==> src/verilog/hpds_pkg.sv <==
// Constants shared by the heat pump defrost sequencer files.
// Assumes a 50 MHz clock and a slow one-second tick made inside the block.
// Operation
// Jumper selects 30, 60 or 90 minutes.
// Accumulate only while sensor closed and heat called.
// Start defrost at interval end if sensor closed.
// Sensor opening ends defrost, clears accumulator.
// Force defrost end after twelve minutes.
// Defrost entry: valve cool, fan off, heat on.
// Compressor held off three minutes after stopping.
// Delay option drops compressor thirty seconds at transitions.
// Compressor delay option is the delivered default.
// Normal jumper keeps compressor on through transitions.
// Ignore pressure switch five minutes around defrost.
// Test bridge enters defrost within 21 seconds.
// Reversing valve energized throughout defrost.
// Fan relay held open throughout defrost.
// Valve asserted for cooling call or defrost.
// Fan follows contactor, off in defrost, emergency heat.
// Compressor follows calls, off in emergency heat.
// Supplemental heat energized during defrost.
// Synchronise and debounce sensor, call, pressure inputs.
package hpds_pkg;
  // ==========================================================================
  // Timing.
  localparam int unsigned CLK_HZ          = 50_000_000;
  localparam int unsigned TICK_CYCLES     = CLK_HZ;
  localparam int unsigned INTERVAL_30_MIN = 30;
  localparam int unsigned INTERVAL_60_MIN = 60;
  localparam int unsigned INTERVAL_90_MIN = 90;
  localparam int unsigned OVERRIDE_MIN    = 12;
  localparam int unsigned ANTI_CYCLE_MIN  = 3;
  localparam int unsigned DROP_SEC        = 30;
  localparam int unsigned MASK_MIN        = 5;
  localparam int unsigned TEST_ENTRY_SEC  = 20;
  localparam int unsigned SEC_PER_MIN     = 60;
  localparam int unsigned DEBOUNCE_MS     = 20;
  localparam int unsigned DEBOUNCE_CYCLES = CLK_HZ / 1000 * DEBOUNCE_MS;
  // ==========================================================================
  // Interval jumper codes.
  localparam logic [1:0] SEL_30 = 2'h0;
  localparam logic [1:0] SEL_60 = 2'h1;
  localparam logic [1:0] SEL_90 = 2'h2;
  // ==========================================================================
  // Sequencer states.
  typedef enum logic [2:0] {
    HPDS_NORMAL = 3'h1,
    HPDS_DEFROST = 3'h2,
    HPDS_RECOVER = 3'h4
  } hpds_state_t;
endpackage

==> src/verilog/hpds_debounce.sv <==
// Two-flop synchroniser followed by a stable-count debounce filter.
// Assumes the input is a slow contact level from outside the clock domain.
`timescale 1ns/1ns
`default_nettype none
module hpds_debounce #(
  parameter int unsigned CYCLES = 1_000_000
) (
  // Clock and reset.
  input  wire logic clk,
  input  wire logic rst,
  // Contact in and filtered level out.
  input  wire logic raw,
  output logic      level
);
  initial if (CYCLES < 1) $error("CYCLES must be at least one");
  localparam int unsigned W = $clog2(CYCLES + 1);
  logic         s1_q;
  logic         s2_q;
  logic         lvl_q;
  logic [W-1:0] cnt_q;
  wire          differs = s2_q != lvl_q;
  wire          expired = cnt_q == W'(CYCLES - 1);
  // ==========================================================================
  // Synchroniser; only the second flop reads the first.
  always_ff @(posedge clk or posedge rst) begin
    if (rst) begin
      s1_q <= 1'b0;
      s2_q <= 1'b0;
    end else begin
      s1_q <= raw;
      s2_q <= s1_q;
    end
  end
  // A change is accepted only after it has held for the full count.
  always_ff @(posedge clk or posedge rst) begin
    if (rst) begin
      cnt_q <= '0;
      lvl_q <= 1'b0;
    end else if (!differs) begin
      cnt_q <= '0;
    end else if (expired) begin
      cnt_q <= '0;
      lvl_q <= s2_q;
    end else begin
      cnt_q <= cnt_q + W'(1);
    end
  end
  assign level = lvl_q;
endmodule
`default_nettype wire

==> src/verilog/hpds_timer.sv <==
// Down counter of seconds, loaded on a start pulse and stepped by a tick.
// Assumes tick is a one-cycle pulse on the same clock.
`timescale 1ns/1ns
`default_nettype none
module hpds_timer #(
  parameter int unsigned W = 13
) (
  // Clock and reset.
  input  wire logic         clk,
  input  wire logic         rst,
  // Control.
  input  wire logic         tick,
  input  wire logic         load,
  input  wire logic [W-1:0] secs,
  // Status.
  output logic              busy
);
  initial if (W < 2) $error("W must be at least two");
  logic [W-1:0] cnt_q;
  // Load wins over the tick so a restart is never swallowed.
  always_ff @(posedge clk or posedge rst) begin
    if (rst) begin
      cnt_q <= '0;
    end else if (load) begin
      cnt_q <= secs;
    end else if (tick && cnt_q != '0) begin
      cnt_q <= cnt_q - W'(1);
    end
  end
  assign busy = cnt_q != '0;
endmodule
`default_nettype wire

==> src/verilog/hpds_top.sv <==
// Heat pump defrost sequencer: interval accumulation, defrost, delays, masks.
// Assumes contact inputs arrive asynchronously and relay drivers follow outputs.
`timescale 1ns/1ns
`default_nettype none
module hpds_top #(
  parameter int unsigned TICK_CYCLES     = hpds_pkg::TICK_CYCLES,
  parameter int unsigned DEBOUNCE_CYCLES = hpds_pkg::DEBOUNCE_CYCLES
) (
  // Clock and reset.
  input  wire logic       clk,
  input  wire logic       rst,
  // Thermostat calls.
  input  wire logic       heat_call,
  input  wire logic       cool_select,
  input  wire logic       emergency_heat,
  // Sensors.
  input  wire logic       coil_sensor_terminal,
  input  wire logic       pressure_switch_input_a,
  // Jumpers; a fitted delay jumper reads low so the delay is the default.
  input  wire logic [1:0] interval_sel,
  input  wire logic       delay_normal,
  input  wire logic       test_bridge,
  // Loads, then trip and defrost status.
  output logic            reversing_valve,
  output logic            condenser_motor_relay,
  output logic            compressor_contactor,
  output logic            supplemental_heat_output,
  output logic            low_pressure_trip,
  output logic            in_defrost
);
  initial if (TICK_CYCLES < 2) $error("TICK_CYCLES must be at least two");
  localparam int unsigned TW = $clog2(TICK_CYCLES + 1);
  localparam int unsigned SPM = hpds_pkg::SEC_PER_MIN;
  // ==========================================================================
  // Input conditioning.
  logic heat_f;
  logic cool_f;
  logic emerg_f;
  logic coil_f;
  logic lps_f;
  logic test_s1_q;
  logic test_s2_q;
  logic [1:0] sel_s1_q;
  logic [1:0] sel_s2_q;
  logic dly_s1_q;
  logic dly_s2_q;
  hpds_debounce #(.CYCLES(DEBOUNCE_CYCLES)) u_heat (.clk(clk), .rst(rst),
    .raw(heat_call), .level(heat_f));
  hpds_debounce #(.CYCLES(DEBOUNCE_CYCLES)) u_cool (.clk(clk), .rst(rst),
    .raw(cool_select), .level(cool_f));
  hpds_debounce #(.CYCLES(DEBOUNCE_CYCLES)) u_emer (.clk(clk), .rst(rst),
    .raw(emergency_heat), .level(emerg_f));
  hpds_debounce #(.CYCLES(DEBOUNCE_CYCLES)) u_coil (.clk(clk), .rst(rst),
    .raw(coil_sensor_terminal), .level(coil_f));
  hpds_debounce #(.CYCLES(DEBOUNCE_CYCLES)) u_lps (.clk(clk), .rst(rst),
    .raw(pressure_switch_input_a), .level(lps_f));
  // Jumpers only need synchronising; they do not bounce in service.
  always_ff @(posedge clk or posedge rst) begin
    if (rst) begin
      test_s1_q <= 1'b0;
      test_s2_q <= 1'b0;
      sel_s1_q  <= 2'h0;
      sel_s2_q  <= 2'h0;
      dly_s1_q  <= 1'b0;
      dly_s2_q  <= 1'b0;
    end else begin
      test_s1_q <= test_bridge;
      test_s2_q <= test_s1_q;
      sel_s1_q  <= interval_sel;
      sel_s2_q  <= sel_s1_q;
      dly_s1_q  <= delay_normal;
      dly_s2_q  <= dly_s1_q;
    end
  end
  // ==========================================================================
  // One-second time base.
  logic [TW-1:0] pre_q;
  logic          tick_q;
  always_ff @(posedge clk or posedge rst) begin
    if (rst) begin
      pre_q  <= '0;
      tick_q <= 1'b0;
    end else begin
      tick_q <= pre_q == TW'(TICK_CYCLES - 1);
      pre_q  <= (pre_q == TW'(TICK_CYCLES - 1)) ? '0 : pre_q + TW'(1);
    end
  end
  // ==========================================================================
  // Interval accumulation in seconds.
  function automatic logic [12:0] interval_secs(input logic [1:0] sel);
    case (sel)
      hpds_pkg::SEL_60: interval_secs = 13'(hpds_pkg::INTERVAL_60_MIN * SPM);
      hpds_pkg::SEL_90: interval_secs = 13'(hpds_pkg::INTERVAL_90_MIN * SPM);
      default:          interval_secs = 13'(hpds_pkg::INTERVAL_30_MIN * SPM);
    endcase
  endfunction
  hpds_pkg::hpds_state_t st_q;
  hpds_pkg::hpds_state_t st_d;
  logic [12:0] acc_q;
  logic [9:0]  dfr_q;
  wire         qualify   = coil_f && heat_f;
  wire         test_on   = test_s2_q;
  wire [12:0]  limit     = test_on ? 13'(hpds_pkg::TEST_ENTRY_SEC)
                                   : interval_secs(sel_s2_q);
  wire         reached   = acc_q >= limit;
  wire         start_dfr = (st_q == hpds_pkg::HPDS_NORMAL) && reached && coil_f;
  wire         sensor_end = (st_q == hpds_pkg::HPDS_DEFROST) && !coil_f;
  wire         force_end = (st_q == hpds_pkg::HPDS_DEFROST)
                           && dfr_q >= 10'(hpds_pkg::OVERRIDE_MIN * SPM);
  wire         end_dfr   = sensor_end || force_end;
  // Accumulator stops at the limit; a sensor opening clears it at defrost end.
  always_ff @(posedge clk or posedge rst) begin
    if (rst) begin
      acc_q <= '0;
    end else if (end_dfr || start_dfr) begin
      acc_q <= '0;
    end else if (st_q == hpds_pkg::HPDS_NORMAL && tick_q && qualify && !reached) begin
      acc_q <= acc_q + 13'h0001;
    end
  end
  // Defrost length in seconds, for the override.
  always_ff @(posedge clk or posedge rst) begin
    if (rst) begin
      dfr_q <= '0;
    end else if (st_q != hpds_pkg::HPDS_DEFROST) begin
      dfr_q <= '0;
    end else if (tick_q) begin
      dfr_q <= dfr_q + 10'h001;
    end
  end
  // ==========================================================================
  // Sequencer state.
  always_comb begin
    st_d = st_q;
    case (st_q)
      hpds_pkg::HPDS_NORMAL:  if (start_dfr) st_d = hpds_pkg::HPDS_DEFROST;
      hpds_pkg::HPDS_DEFROST: if (end_dfr) st_d = hpds_pkg::HPDS_RECOVER;
      hpds_pkg::HPDS_RECOVER: st_d = hpds_pkg::HPDS_NORMAL;
      default:                st_d = hpds_pkg::HPDS_NORMAL;
    endcase
  end
  always_ff @(posedge clk or posedge rst) begin
    if (rst) st_q <= hpds_pkg::HPDS_NORMAL;
    else     st_q <= st_d;
  end
  wire defrost = st_q == hpds_pkg::HPDS_DEFROST;
  // ==========================================================================
  // Compressor timers: anti-short-cycle, transition drop, pressure mask.
  logic        run_call;
  logic        comp_q;
  logic        ac_busy;
  logic        drop_busy;
  logic        mask_busy;
  logic        comp_d;
  // Every stop arms the off-cycle delay, whatever caused it: call loss, trip or drop.
  wire         comp_stop = comp_q && !comp_d;
  wire         transition = start_dfr || end_dfr;
  // The drop must act in the transition cycle itself, before the timer is loaded.
  wire         drop_now   = transition && !dly_s2_q;
  assign run_call = (heat_f || cool_f || defrost) && !emerg_f;
  hpds_timer #(.W(13)) u_ac (.clk(clk), .rst(rst), .tick(tick_q), .load(comp_stop),
    .secs(13'(hpds_pkg::ANTI_CYCLE_MIN * SPM)), .busy(ac_busy));
  hpds_timer #(.W(13)) u_drop (.clk(clk), .rst(rst), .tick(tick_q),
    .load(transition && !dly_s2_q),
    .secs(13'(hpds_pkg::DROP_SEC)), .busy(drop_busy));
  hpds_timer #(.W(13)) u_mask (.clk(clk), .rst(rst), .tick(tick_q), .load(transition),
    .secs(13'(hpds_pkg::MASK_MIN * SPM)), .busy(mask_busy));
  // Pressure trip is latched until the call goes away; masked around defrost.
  logic trip_q;
  always_ff @(posedge clk or posedge rst) begin
    if (rst) begin
      trip_q <= 1'b0;
    end else if (lps_f && !mask_busy && comp_q) begin
      trip_q <= 1'b1;
    end else if (!run_call) begin
      trip_q <= 1'b0;
    end
  end
  // Contactor output: a restart waits for the anti-cycle timer to lapse.
  assign comp_d = run_call && !trip_q && !drop_busy && !drop_now
                  && (comp_q || !ac_busy);
  always_ff @(posedge clk or posedge rst) begin
    if (rst) comp_q <= 1'b0;
    else     comp_q <= comp_d;
  end
  // ==========================================================================
  // Load outputs, registered so relays never see decode glitches.
  logic rv_q;
  logic fan_q;
  logic aux_q;
  always_ff @(posedge clk or posedge rst) begin
    if (rst) begin
      rv_q  <= 1'b0;
      fan_q <= 1'b0;
      aux_q <= 1'b0;
    end else begin
      rv_q  <= cool_f || st_d == hpds_pkg::HPDS_DEFROST;
      fan_q <= comp_d && !emerg_f && st_d != hpds_pkg::HPDS_DEFROST;
      aux_q <= st_d == hpds_pkg::HPDS_DEFROST || emerg_f;
    end
  end
  assign reversing_valve          = rv_q;
  assign condenser_motor_relay    = fan_q;
  assign compressor_contactor     = comp_q;
  assign supplemental_heat_output = aux_q;
  assign low_pressure_trip        = trip_q;
  assign in_defrost               = defrost;
  // ==========================================================================
  // Checks.
  a_valve_defrost: assert property (@(posedge clk) disable iff (rst)
    defrost |-> rv_q) else $error("valve off in defrost");
  a_fan_defrost: assert property (@(posedge clk) disable iff (rst)
    defrost |-> !fan_q) else $error("fan on in defrost");
  a_heat_defrost: assert property (@(posedge clk) disable iff (rst)
    defrost |-> aux_q) else $error("heat off in defrost");
  a_entry_outputs: assert property (@(posedge clk) disable iff (rst)
    start_dfr |=> (rv_q && !fan_q && aux_q)) else $error("bad defrost entry");
  a_start_sensor: assert property (@(posedge clk) disable iff (rst)
    start_dfr |-> coil_f) else $error("start with sensor open");
  a_sensor_end: assert property (@(posedge clk) disable iff (rst)
    sensor_end |=> (!defrost && acc_q == 13'h0000)) else $error("no end");
  a_emerg_comp: assert property (@(posedge clk) disable iff (rst)
    $rose(emerg_f) |=> !comp_q) else $error("compressor in emergency");
  a_drop_comp: assert property (@(posedge clk) disable iff (rst)
    (transition && !dly_s2_q) |=> !comp_q [*3]) else $error("no drop");
  a_acc_hold: assert property (@(posedge clk) disable iff (rst)
    (!qualify && !start_dfr && !end_dfr) |=> $stable(acc_q)) else $error("acc");
  a_anti_cycle: assert property (@(posedge clk) disable iff (rst)
    (comp_q && !comp_d) |=> !comp_q [*8]) else $error("short cycle");
endmodule
`default_nettype wire

==> config.mk <==
export PLATFORM = sky130hd
export DESIGN_NAME = hpds_top
export DESIGN_NICKNAME = d
export VERILOG_FILES = /design/src/verilog/hpds_pkg.sv /design/src/verilog/hpds_debounce.sv /design/src/verilog/hpds_timer.sv /design/src/verilog/hpds_top.sv
export SDC_FILE = /design/constraint.sdc
export NUM_CORES = 1
export LEC_CHECK = 0
export ABC_CLOCK_PERIOD_IN_PS = 11600
export BUFFER_PORTS_ARGS = -buffer_cell sky130_fd_sc_hd__buf_2
export CAP_MARGIN = 10
export CORE_ASPECT_RATIO = 2
export CORE_MARGIN = 2
export CORE_UTILIZATION = 55
export CTS_CLUSTER_DIAMETER = 40
export DETAILED_ROUTE_END_ITERATION = 12
export PLACE_DENSITY = 0.7
export SETUP_SLACK_MARGIN = 0.4
export SYNTH_ARGS = -nofsm -noshare
export SYNTH_HDL_FRONTEND = slang
export SYNTH_SLANG_ARGS = --single-unit
==> constraint.sdc <==
create_clock -name clk -period 11.6 [get_ports clk]
set_input_delay 1.16 -clock clk [delete_from_list [all_inputs] [get_ports clk]]
set_output_delay 1.16 -clock clk [all_outputs]
set_load 0.02 [all_outputs]
==> results of run 1 <==
per-stage QoR:
step,cells,total power [mW]
2_1_floorplan,1040,0.821
4_1_cts,1292,1.58
6_report,1292,1.56
3_5_place_dp,1255,0.833
3_3_place_gp,1255,0.832
5_1_grt,1292,1.62
sequential cells by signal, indices dropped and copies added (netlist names), 2 cells and up:
signal,cells
acc_q,13
dfr_q,10
pre_q,26
sel_s1_q,2
sel_s2_q,2
st_q,3
u_ac.cnt_q,13
u_coil.cnt_q,20
u_cool.cnt_q,20
u_drop.cnt_q,13
u_emer.cnt_q,20
u_heat.cnt_q,20
u_lps.cnt_q,20
u_mask.cnt_q,13
final timing paths:
check | from | endpoint | slack (ns) | cells past startpoint
max reg2reg | sel_s2_q[1]$_DFF_PP0_ | u_ac.cnt_q[2]$_DFFE_PP0P_ | 8.38 | 10
min reg2reg | u_cool.s1_q$_DFF_PP0_ | u_cool.s2_q$_DFF_PP0_ | 0.35 | 0
min | u_cool.s1_q$_DFF_PP0_ | u_cool.s2_q$_DFF_PP0_ | 0.35 | 0
min in group asynchronous | rst | u_emer.s1_q$_DFF_PP0_ | 0.86 | 2
max in group asynchronous | rst | acc_q[1]$_DFFE_PP0P_ | 9.07 | 3
max | sel_s2_q[1]$_DFF_PP0_ | u_ac.cnt_q[2]$_DFFE_PP0P_ | 8.38 | 10
logic make-up after synthesis:
kind of cell    Yosys count  synth area share, %
buf+inv                  61                 2.32
mux                       5                0.530
xor+xnor                162                 13.7
simple gates            520                 24.3
fa+ha+maj                25                 3.01
flops                   220                 53.0
compound gates           47                 3.25
critical path, stage by stage, from the launching register on:
cell and delay, ns:
dfrtp_1 0.38, inv_1 0.07, ha_1 0.18, or2_2 0.30, ha_1 0.29, and3_1 0.17, o31a_1 0.27, o211ai_1 0.16
nand3_1 0.40, o21a_1 0.47, or3_1 0.41
placed cells by master, fill, tap and decap left out, drive strengths merged, types with 2 or more instances in the layout:
cell      instances
dfrtp           219
nor2            210
xnor2            87
xor2             75
nand2            74
nand3            58
inv              39
nand4            30
nor3             29
clkbuf           28
ha               25
nor4             24
o21ai            18
buf              18
or4              14
nand2b           11
or3              11
or2              11
and4              9
and3              8
and2              8
nor2b             7
a21oi             7
nand3b            6
nor4b             5
mux2              4
bufinv            4
o41ai             4
clkinv            3
o31a              2
nand4b            2
o21a              2
a211o             2
clkinvlp          2
power breakdown:
group          leakage, nW  switching [mW]  internal (mW)
clock                0.366           0.289          0.454
combinational         1.84          0.0269        0.00868
sequential            3.00         0.00648          0.775
total                 5.21           0.322           1.24
cell type report:
type | instances | area [um^2] | area share (%)
Sequential cell | 220 | 5510 | 48.1
Multi-Input combinational cell | 759 | 4650 | 40.7
Clock buffer | 28 | 602 | 5.26
Tap cell | 219 | 274 | 2.40
Clock inverter | 9 | 154 | 1.35
Inverter | 39 | 154 | 1.35
Timing Repair Buffer | 18 | 95.1 | 0.831
metal layers:
| metal | vias to the layer above | track usage [%] |
|---|---|---|
| met1 | 3578 | 21.9 |
| met3 | 45 | 2.18 |
| met2 | 78 | 40.1 |
| met4 | 0 | 6.31 |
| met5 | - | 0 |
| li1 | 3529 | - |
==> metrics.yaml, run 1 <==
run_status:
  status: "finished clean"
setup_path:
  worstSetupEndpointType: "register"
  critical_path.max_fanout: 13
  critPathArrivalTime_ns: 3.60
  critPathKind: "reg2reg"
  required_ns: 11.98
  critPathLaunchType: "register"
detailed_routing:
  routed_via_density: 5.60
  avgRoutedWirePerCell_um: 14.8
  drt_iter0_drc: 264
  dr.pass1.iters: 4
  drc: 0
  wirelength_mm: 19.2
  ant_nets: 0
  met3_length_um: 467
  top_layer_used: "met4"
  vias: 7230
  wl_met1_mm: 7.39
  met2WireLength_mm: 10.8
worst_hold_path:
  hold_path_class: "reg2reg"
cts:
  clock_latency_ns: 0.50
  post_cts_resized: 0
  clk_transition_reported_paths_ns: 0.06
  cts.sinks: 220
  post-cts-setup-buffer-count: 0
  cts_buffer_depth: 3
  hold_buffers: 0
  cts_root_buffer: "clkbuf_16"
  cts_tree: "done"
  htreeDepth: 1
  cts_buffers: 21
floorplanning:
  die_height_um: 198
  fp.coreArea_mm2: 0.0187
  io_pins: 17
  std_cell_rows: 71
  die_w_um: 101
  die-area_mm2: 0.0201
  start_util_pct: 55.7
cells_and_area:
  nNetsFinal: 1095
  fillers: 1579
  antennaDiodeCount: 0
  syn_to_final_growth_pct: 10.0
  drive_gt1_share_pct: 6.99
  final_core_util_pct: 61.3
  final_area_mm2: 0.0114
global_routing:
  first_global_vias: 7494
  antenna_found_initial: 0
  gr-total-overflow: 0
  grt_max_degree: 138
  grt_usage_pct: 20.3
  grt_pass1_wl_mm: 33.7
yosys:
  yosys_warnings: 0
  synth_common_cells: "dfrtp_1 (219), nor2_1 (210), xnor2_1 (87), xor2_1 (75), nand2_1 (74)"
  synth_edf_count: 0
  synth_top_area_share_pct: 52.7
  syn-cell-area_mm2: 0.0104
  synth_area_per_cell_um2: 9.99
  synth_top_cell_by_area: "dfrtp_1"
  synth_cell_types: 55
  synthMostInstantiatedCell: "dfrtp_1"
  ys_ff_latch: 220
  ys_seq_area_share_pct: 53.0
  syn-instance-count: 1040
  synth_area_leaders: "dfrtp_1 (53%), nor2_1 (7.6%), xnor2_1 (7.3%), xor2_1 (6.3%), ha_1 (3.0%)"
  synth_nets: 1076
  synthArstFlopShare_pct: 100
  synth-main-ff-cell: "dfrtp_1"
timing:
  tns_ns: 0
  holdWs_ns: 0.348
  slew_headroom_pct: 30.1
  period_share_pct: 27.8
  fin_ws_ns: 8.38
  slew_violations: 0
  fmax_ghz: 0.310
  fin_worst_skew_ns: 0.0147
  rsz0062_at_grt: "no"
  tightest_slew_ns: 1.05
  finalCriticalPeriod_ns: 3.22
  timing.final.hold_violations: 0
  finalSetupViolCount: 0
pwr:
  leakagePower_nw: 5.21
  ir_drop_mv: 0.146
  p_per_area_mw_per_mm2: 136
placed_design:
  gp_congestion: 0.821
  io_buffers: 16
  placed_cell_area_mm2: 0.0107
  pre_cts_slack_ns: 8.37
  dp_hpwl_mm: 13.3
job:
  max_cap_violations: 0
(Power assumes the default switching activity.)
==> run 2, diff against run 1 <==
Settings changed: ABC_AREA from default to 1, ABC_CLOCK_PERIOD_IN_PS 11600 to 2900, PLACE_DENSITY 0.7 to 0.73.
Clock period 11.6 ns to 2.9 ns, I/O delays scaled along.
==> run 2 against run 1 <==
Effect of this change: register-to-register slack lost 7.9 ns; largest power group is now clock; sequential power rose to 4.0 times the previous value; worst hold slack got worse by 0.080 ns; power rose to 4.2 times the previous value; clock skew fell by 0.0019 ns; sequential cell count unchanged; die area increased by 10%.
==> metrics.yaml, run 2 <==
run_status:
  status: "finished clean"
setup_path:
  critPathLaunchType: "register"
  critPathKind: "reg2reg"
  cp-startpoint: "sel_s2_q[1]$_DFF_PP0_"
  worstSetupEndpointType: "register"
  path_buf_inv: 2  # +1
  cpMaxStageDelayCell: "dfrtp_1"
  path_cells: "buf_4, ha_1, or2_4, ha_4, nand2_4, inv_1, nand2_1, nor2_1, nand2_1, nand4_4, nand2_4, nand2_8, nand2_8, nand2_8, nand2_4, nand2_1"
  r2r-end: "u_ac.cnt_q[2]$_DFFE_PP0P_"
  rr_startpoint: "sel_s2_q[1]$_DFF_PP0_"
  cp.depth: 16  # +6
  critical_path.max_fanout: 7  # -6
  reg2reg_depth: 16  # +6
  critPathMaxStageDelay_ns: 0.39  # -0.08 ns
  critPathArrivalTime_ns: 2.83  # -0.77 ns
  timing.reg2reg.setup_slack_ns: 0.48  # -7.89 ns
  required_ns: 3.31  # -8.67 ns
  crit_family: "simple AND/OR/NAND/NOR gates"
timing:
  tns_ns: 0  # unchanged
  rsz0062_at_grt: "yes"
  fin_worst_skew_ns: 0.0127  # -0.00193 ns
  finalCriticalPeriod_ns: 2.42  # -0.805 ns
  timing.final.hold_violations: 0  # unchanged
  tightest_slew_ns: 0.914  # -0.135 ns
  fmax_ghz: 0.414  # +33%
  slew_violations: 0  # unchanged
  slew_headroom_pct: 38.6  # +8.5 points
  holdWs_ns: 0.269  # -0.0795 ns
  period_share_pct: 83.3  # +56 points
  fin_ws_ns: 0.483  # -7.89 ns
  finalSetupViolCount: 0  # unchanged
cts:
  cts_buffer_depth: 3  # unchanged
  clk_transition_reported_paths_ns: 0.07  # about the same
  cts.sinks: 220  # unchanged
  cts_tree: "done"
  clock_latency_ns: 0.53  # +0.03 ns
  cts_buffers: 24  # +14%
  htreeDepth: 1  # unchanged
  cts_root_buffer: "clkbuf_16"
placed_design:
  gp_congestion: 0.898  # +9.3%
  io_buffers: 16  # unchanged
  dp_hpwl_mm: 17.1  # +29%
  pre_cts_slack_ns: 0.294  # -8.07 ns
floorplanning:
  die_height_um: 209  # +5.2%
  die-area_mm2: 0.0222  # +10%
  io_pins: 17  # unchanged
  die_w_um: 106  # +5.1%
  start_util_pct: 56.3  # +0.58 points
  fp.coreArea_mm2: 0.0205  # +9.7%
  std_cell_rows: 74  # +4.2%
global_routing:
  gr-total-overflow: 0  # unchanged
  first_global_vias: 9515  # +27%
  antenna_found_initial: 0  # unchanged
  grt_usage_pct: 22.1  # +1.8 points
  grt_pass1_wl_mm: 40.9  # +21%
  grt_max_degree: 90  # -35%
yosys:
  syn-cell-area_mm2: 0.0115  # +11%
  synth_compound_area_share_pct: 4.73  # +1.5 points
  synthMostInstantiatedCell: "nand2_1"
  ys_ff_latch: 220  # unchanged
  synth_cell_types: 46  # -16%
  synth_area_leaders: "dfrtp_1 (48%), nand2_1 (8.5%), nor2_1 (7.9%), inv_1 (6.1%), xor2_1 (5.5%)"
  synthAdderAreaFrac_pct: 2.72  # -0.29 points
  yosys_warnings: 0  # unchanged
  synth_xor_area_share_pct: 7.00  # -6.7 points
  synthArstFlopShare_pct: 100  # unchanged
  synth_edf_count: 0  # unchanged
  synth_area_per_cell_um2: 8.20  # -18%
  synth-main-ff-cell: "dfrtp_1"
  synth_top_family_by_area: "simple AND/OR/NAND/NOR gates"
  synthSimpleGateAreaFrac_pct: 30.3  # +6.0 points
  synth_top_cell_by_area: "dfrtp_1"
  muxShareOfSynthArea_pct: 0.489  # -0.041 points
  synth_common_cells: "nand2_1 (261), nor2_1 (243), dfrtp_1 (219), inv_1 (187), nand3_1 (92)"
  ys_seq_area_share_pct: 47.8  # -5.2 points
  synth_nets: 1440  # +34%
  syn-instance-count: 1404  # +35%
  synth_top_area_share_pct: 47.6  # -5.1 points
cells_and_area:
  fillers: 1770  # +12%
  nNetsFinal: 1496  # +37%
  regMostFlops: "pre_q"
  syn_to_final_growth_pct: 13.2
  layout_commonest_cell: "nand2_1"
  antennaDiodeCount: 0  # unchanged
  drive_gt1_share_pct: 9.55  # +2.6 points
  largest_register_ffs: 26  # unchanged
  final_cell_mix: "nand2_1 (259), nor2_1 (242), dfrtp_1 (219)"
detailed_routing:
  avgRoutedWirePerCell_um: 13.6  # -8.2%
  drt_iter0_drc: 477  # +81%
  ant_nets: 0  # unchanged
  dr.pass1.iters: 5  # +1
  vias: 9285  # +28%
  wirelength_mm: 23.8  # +24%
  routed_via_density: 5.33  # -4.8%
  drc: 0  # unchanged
job:
  max_cap_violations: 0  # unchanged
pwr:
  leakagePower_nw: 6.17  # +18%
  p_total_mw: 6.49  # +320%
  p_per_area_mw_per_mm2: 497  # +260%
  ir_drop_mv: 0.493  # +240%
worst_hold_path:
  hold_path_class: "in2async"
run 2: cell count changes after synthesis, moves of 25 or more:
| cell | before | now |
|---|---|---|
| a21oi_1 | 7 | 39 |
| nor3_1 | 28 | 53 |
| nor2_1 | 210 | 243 |
| nand2_1 | 74 | 261 |
| nand3_1 | 58 | 92 |
| xnor2_1 | 87 | 20 |
| inv_1 | 39 | 187 |
run 2: report_power, final:
group          leakage [nW]  internal [mW]  switching [mW]
logic                  2.76         0.0571           0.124
registers              3.00           3.10          0.0199
clock network         0.405           1.91            1.28
total                  6.17           5.07            1.42
run 2: area by class of cell:
class                      count  area [um^2]  area share (%)
sequential                   220         5510            42.2
multi-input combinational    979         5300            40.7
inverter                     197          756            5.79
clock buffer                  30          664            5.09
tap                          266          333            2.55
timing repair buffer          38          312            2.39
clock inverter                12          168            1.29
run 2: logic make-up (layout without fill, tap and decap cells):
kind of cell / Yosys count / after routing
XOR/XNOR: 92 / 92
buffers and inverters: 206 / 277
multiplexers: 5 / 5
adder cells (fa/ha/maj): 25 / 25
AND/OR/NAND/NOR: 760 / 761
flip-flops: 220 / 220
AO/OA/AOI/OAI: 96 / 96
run 2: stage by stage:
stage | std cells | instance area, um^2 | util, %
after global routing | 1742 | 13000 | 63.7
after CTS | 1735 | 12900 | 63.0
after floorplan | 1404 | 11500 | -
after detailed placement | 1681 | 11900 | 58.3
after global placement | 1681 | 11900 | 58.3
final | 1742 | 13000 | 63.7
run 2: worst register-to-register path: stages (launching register included):
cell and delay, ns:
dfrtp_1 0.39, buf_4 0.14, ha_1 0.17, or2_4 0.26
ha_4 0.22, nand2_4 0.07, inv_1 0.04, nand2_1 0.05
nor2_1 0.04, nand2_1 0.10, nand4_4 0.16, nand2_4 0.14
nand2_8 0.11, nand2_8 0.14, nand2_8 0.08, nand2_4 0.12
nand2_1 0.07
run 2: worst max-delay path by stage:
stage	to
2_1_floorplan	acc_q[0]$_DFFE_PP0P_
3_3_place_gp	u_ac.cnt_q[7]$_DFFE_PP0P_
3_5_place_dp	u_ac.cnt_q[2]$_DFFE_PP0P_
4_1_cts	u_ac.cnt_q[2]$_DFFE_PP0P_
5_1_grt	u_drop.cnt_q[10]$_DFFE_PP0P_
6_report	u_ac.cnt_q[2]$_DFFE_PP0P_
run 2: per-layer routing:
layer | GRT usage (%) | part of all wire, %
met2 | 42.7 | 56
met5 | 0 | 0
met1 | 22.7 | 37
met3 | 2.18 | 2.3
met4 | 12.0 | 4.8
run 2: what timing repair did:
action	in CTS	in global routing
hold endpoints to repair	19	0
endpoints found under the setup margin	17	44
setup buffers	2	6
pin swaps	2	8
cloned	0	1
hold buffers	10	0
resized for setup	4	16
==> run 3, diff against run 2 <==
Settings changed: ABC_CLOCK_PERIOD_IN_PS 2900 to 2220.
Clock period 2.9 ns to 2.22 ns, I/O delays scaled along.
==> run 3 against run 2 <==
Effect of this change: the run now ends with negative setup slack left; largest cell class is now multi-input gates; clock-buffer cell count down 2; clock power up 17%; critical path type unchanged; register-to-register slack got worse by 0.61 ns; die area unchanged; clock skew about the same; via count grew 3.1%; sequential cell count unchanged; highest routed layer unchanged; sequential power rose by 31%; fmax is 2.8% higher; global-route usage grew 1.5 points; first-iteration DRC count decreased by 11%.
==> metrics.yaml, run 3 (same netlist as run 2, synthesis figures left out) <==
run_status:
  status: "finished with violations"
  violations: "negative setup slack"
detailed_routing:
  avgRoutedWirePerCell_um: 14.5  # +6.6%
  wirelength_mm: 26.1  # +9.9%
  drc: 0  # unchanged
  vias: 9575  # +3.1%
  routed_via_density: 5.33  # about the same
  dr.pass1.iters: 5  # unchanged
  ant_nets: 0  # unchanged
  drt_iter0_drc: 425  # -11%
cts:
  cts_tree: "done"
  clk_transition_reported_paths_ns: 0.07  # about the same
  cts_root_buffer: "clkbuf_16"
  htreeDepth: 1  # unchanged
  cts_buffer_depth: 3  # unchanged
  cts.sinks: 220  # unchanged
  clock_latency_ns: 0.53  # about the same
  cts_buffers: 23  # -4.2%
floorplanning:
  fp.coreArea_mm2: 0.0205  # unchanged
  die_height_um: 209  # unchanged
  io_pins: 17  # unchanged
  die-area_mm2: 0.0222  # unchanged
  start_util_pct: 56.3  # unchanged
  std_cell_rows: 74  # unchanged
  die_w_um: 106  # unchanged
cells_and_area:
  syn_to_final_growth_pct: 21.1
  largest_register_ffs: 26  # unchanged
  nNetsFinal: 1549  # +3.5%
  antennaDiodeCount: 0  # unchanged
  final_area_mm2: 0.0139  # +6.9%
  regMostFlops: "pre_q"
  fillers: 1573  # -11%
  layout_commonest_cell: "nand2_1"
  final_cell_mix: "nand2_1 (236), nor2_1 (225), dfrtp_1 (214)"
  drive_gt1_share_pct: 18.8  # +9.2 points
setup_path:
  critical_path.max_fanout: 6  # -1
  worstSetupEndpointType: "register"
  rr_startpoint: "sel_s2_q[0]$_DFF_PP0_"
  crit_end: "acc_q[11]$_DFFE_PP0P_"
  r2r-end: "acc_q[11]$_DFFE_PP0P_"
  timing.reg2reg.setup_slack_ns: -0.13  # -0.61 ns
  critPathArrivalTime_ns: 2.81  # -0.02 ns
  reg2reg_depth: 15  # -1
  cp-startpoint: "sel_s2_q[0]$_DFF_PP0_"
  critPathLaunchType: "register"
  critPathKind: "reg2reg"
  required_ns: 2.68  # -0.63 ns
global_routing:
  grt_max_degree: 69  # -23%
  first_global_vias: 9769  # +2.7%
  grt_usage_pct: 23.6  # +1.5 points
  grt_pass1_wl_mm: 43.0  # +5.2%
  antenna_found_initial: 0  # unchanged
  gr-total-overflow: 0  # unchanged
timing:
  period_share_pct: 106  # +23 points
  fin_worst_skew_ns: 0.0132  # +0.000494 ns
  tightest_slew_ns: 0.622  # -0.292 ns
  finalCriticalPeriod_ns: 2.35  # -0.0665 ns
  finalSetupViolCount: 47  # +47
  slew_violations: 0  # unchanged
  slew_headroom_pct: 58.2  # +20 points
  fin_ws_ns: -0.130  # -0.613 ns
  rsz0062_at_grt: "yes"
  fmax_ghz: 0.425  # +2.8%
  timing.final.hold_violations: 0  # unchanged
  holdWs_ns: 0.203  # -0.0662 ns
placed_design:
  placed_cell_area_mm2: 0.0123  # +2.9%
  dp_hpwl_mm: 18.2  # +6.5%
  gp_congestion: 0.908  # +1.2%
  io_buffers: 16  # unchanged
worst_hold_path:
  hold_path_class: "in2async"
pwr:
  p_total_mw: 8.10  # +25%
  leakagePower_nw: 6.61  # +7.1%
  p_per_area_mw_per_mm2: 581  # +17%
  ir_drop_mv: 0.729  # +48%
job:
  max_cap_violations: 0  # unchanged
-- run 3: worst min-delay path by stage --
stage	start	slack [ns]	end	cells after the start
3_3_place_gp	rst	0.21	u_cool.cnt_q[18]$_DFF_PP0_	2
6_report	rst	0.20	u_cool.cnt_q[18]$_DFF_PP0_	3
4_1_cts	rst	0.20	u_cool.cnt_q[18]$_DFF_PP0_	3
5_1_grt	rst	0.25	u_cool.cnt_q[18]$_DFF_PP0_	3
3_5_place_dp	rst	0.21	u_cool.cnt_q[18]$_DFF_PP0_	2
2_1_floorplan	delay_normal	0.25	dly_s1_q$_DFF_PP0_	0
-- run 3: layer usage --
metal / vias up / routed length (um) / track usage (%)
met5: - / 0 / 0
met4: 0 / 1290 / 11.4
met3: 82 / 724 / 2.68
met2: 170 / 14900 / 46.6
met1: 4593 / 9230 / 23.7
li1: 4730 / - / -
-- run 3: layout make-up --
type / instances / area [um^2] / share of cell area (%)
inverter: 197 / 763 / 5.47
multi-input combinational: 979 / 5790 / 41.5
clock buffer: 28 / 604 / 4.33
tap: 266 / 333 / 2.39
clock inverter: 13 / 113 / 0.807
timing repair inverter: 1 / 11.3 / 0.0807
timing repair buffer: 91 / 825 / 5.91
sequential: 220 / 5510 / 39.5
-- run 3: report_power, final --
group / leakage (nW) / total, mW / internal [mW] / switching, mW
clock network: 0.346 / 3.72 / 2.07 / 1.65
registers: 3.00 / 4.08 / 4.05 / 0.0353
logic: 3.26 / 0.297 / 0.116 / 0.180
-- run 3: repair_timing --
item	in CTS	in global routing
pin swaps	7	51
hold buffers	10	0
buffers inserted	6	35
endpoints found under the hold margin	50	0
setup endpoints to repair	74	109
cloned	2	0
gates resized for setup	30	97
-- run 3: per-stage QoR --
| stage | setup slack (ns) | TNS [ns] | utilization, % | cells |
|---|---|---|---|---|
| 3_3_place_gp | -0.0947 | -1.95 | 60.0 | 1701 |
| 6_report | -0.130 | -3.22 | 68.2 | 1795 |
| 2_1_floorplan | -0.869 | -190.62 | - | 1404 |
| 4_1_cts | -0.0838 | -1.67 | 64.9 | 1760 |
| 3_5_place_dp | -0.165 | -4.66 | 60.0 | 1701 |
| 5_1_grt | -0.301 | -11.64 | 68.2 | 1795 |
-- run 3: critical path, stage by stage (launching register included) --
cell	delay, ns
dfrtp_2	0.43
inv_2	0.09
ha_4	0.20
inv_2	0.05
nor2_2	0.03
ha_1	0.32
a21oi_1	0.14
o21ai_1	0.08
nand2_1	0.11
nand4_4	0.13
nand2_4	0.13
nand2_8	0.10
nor2_8	0.21
buf_12	0.14
nand2_2	0.04
nand2_1	0.07
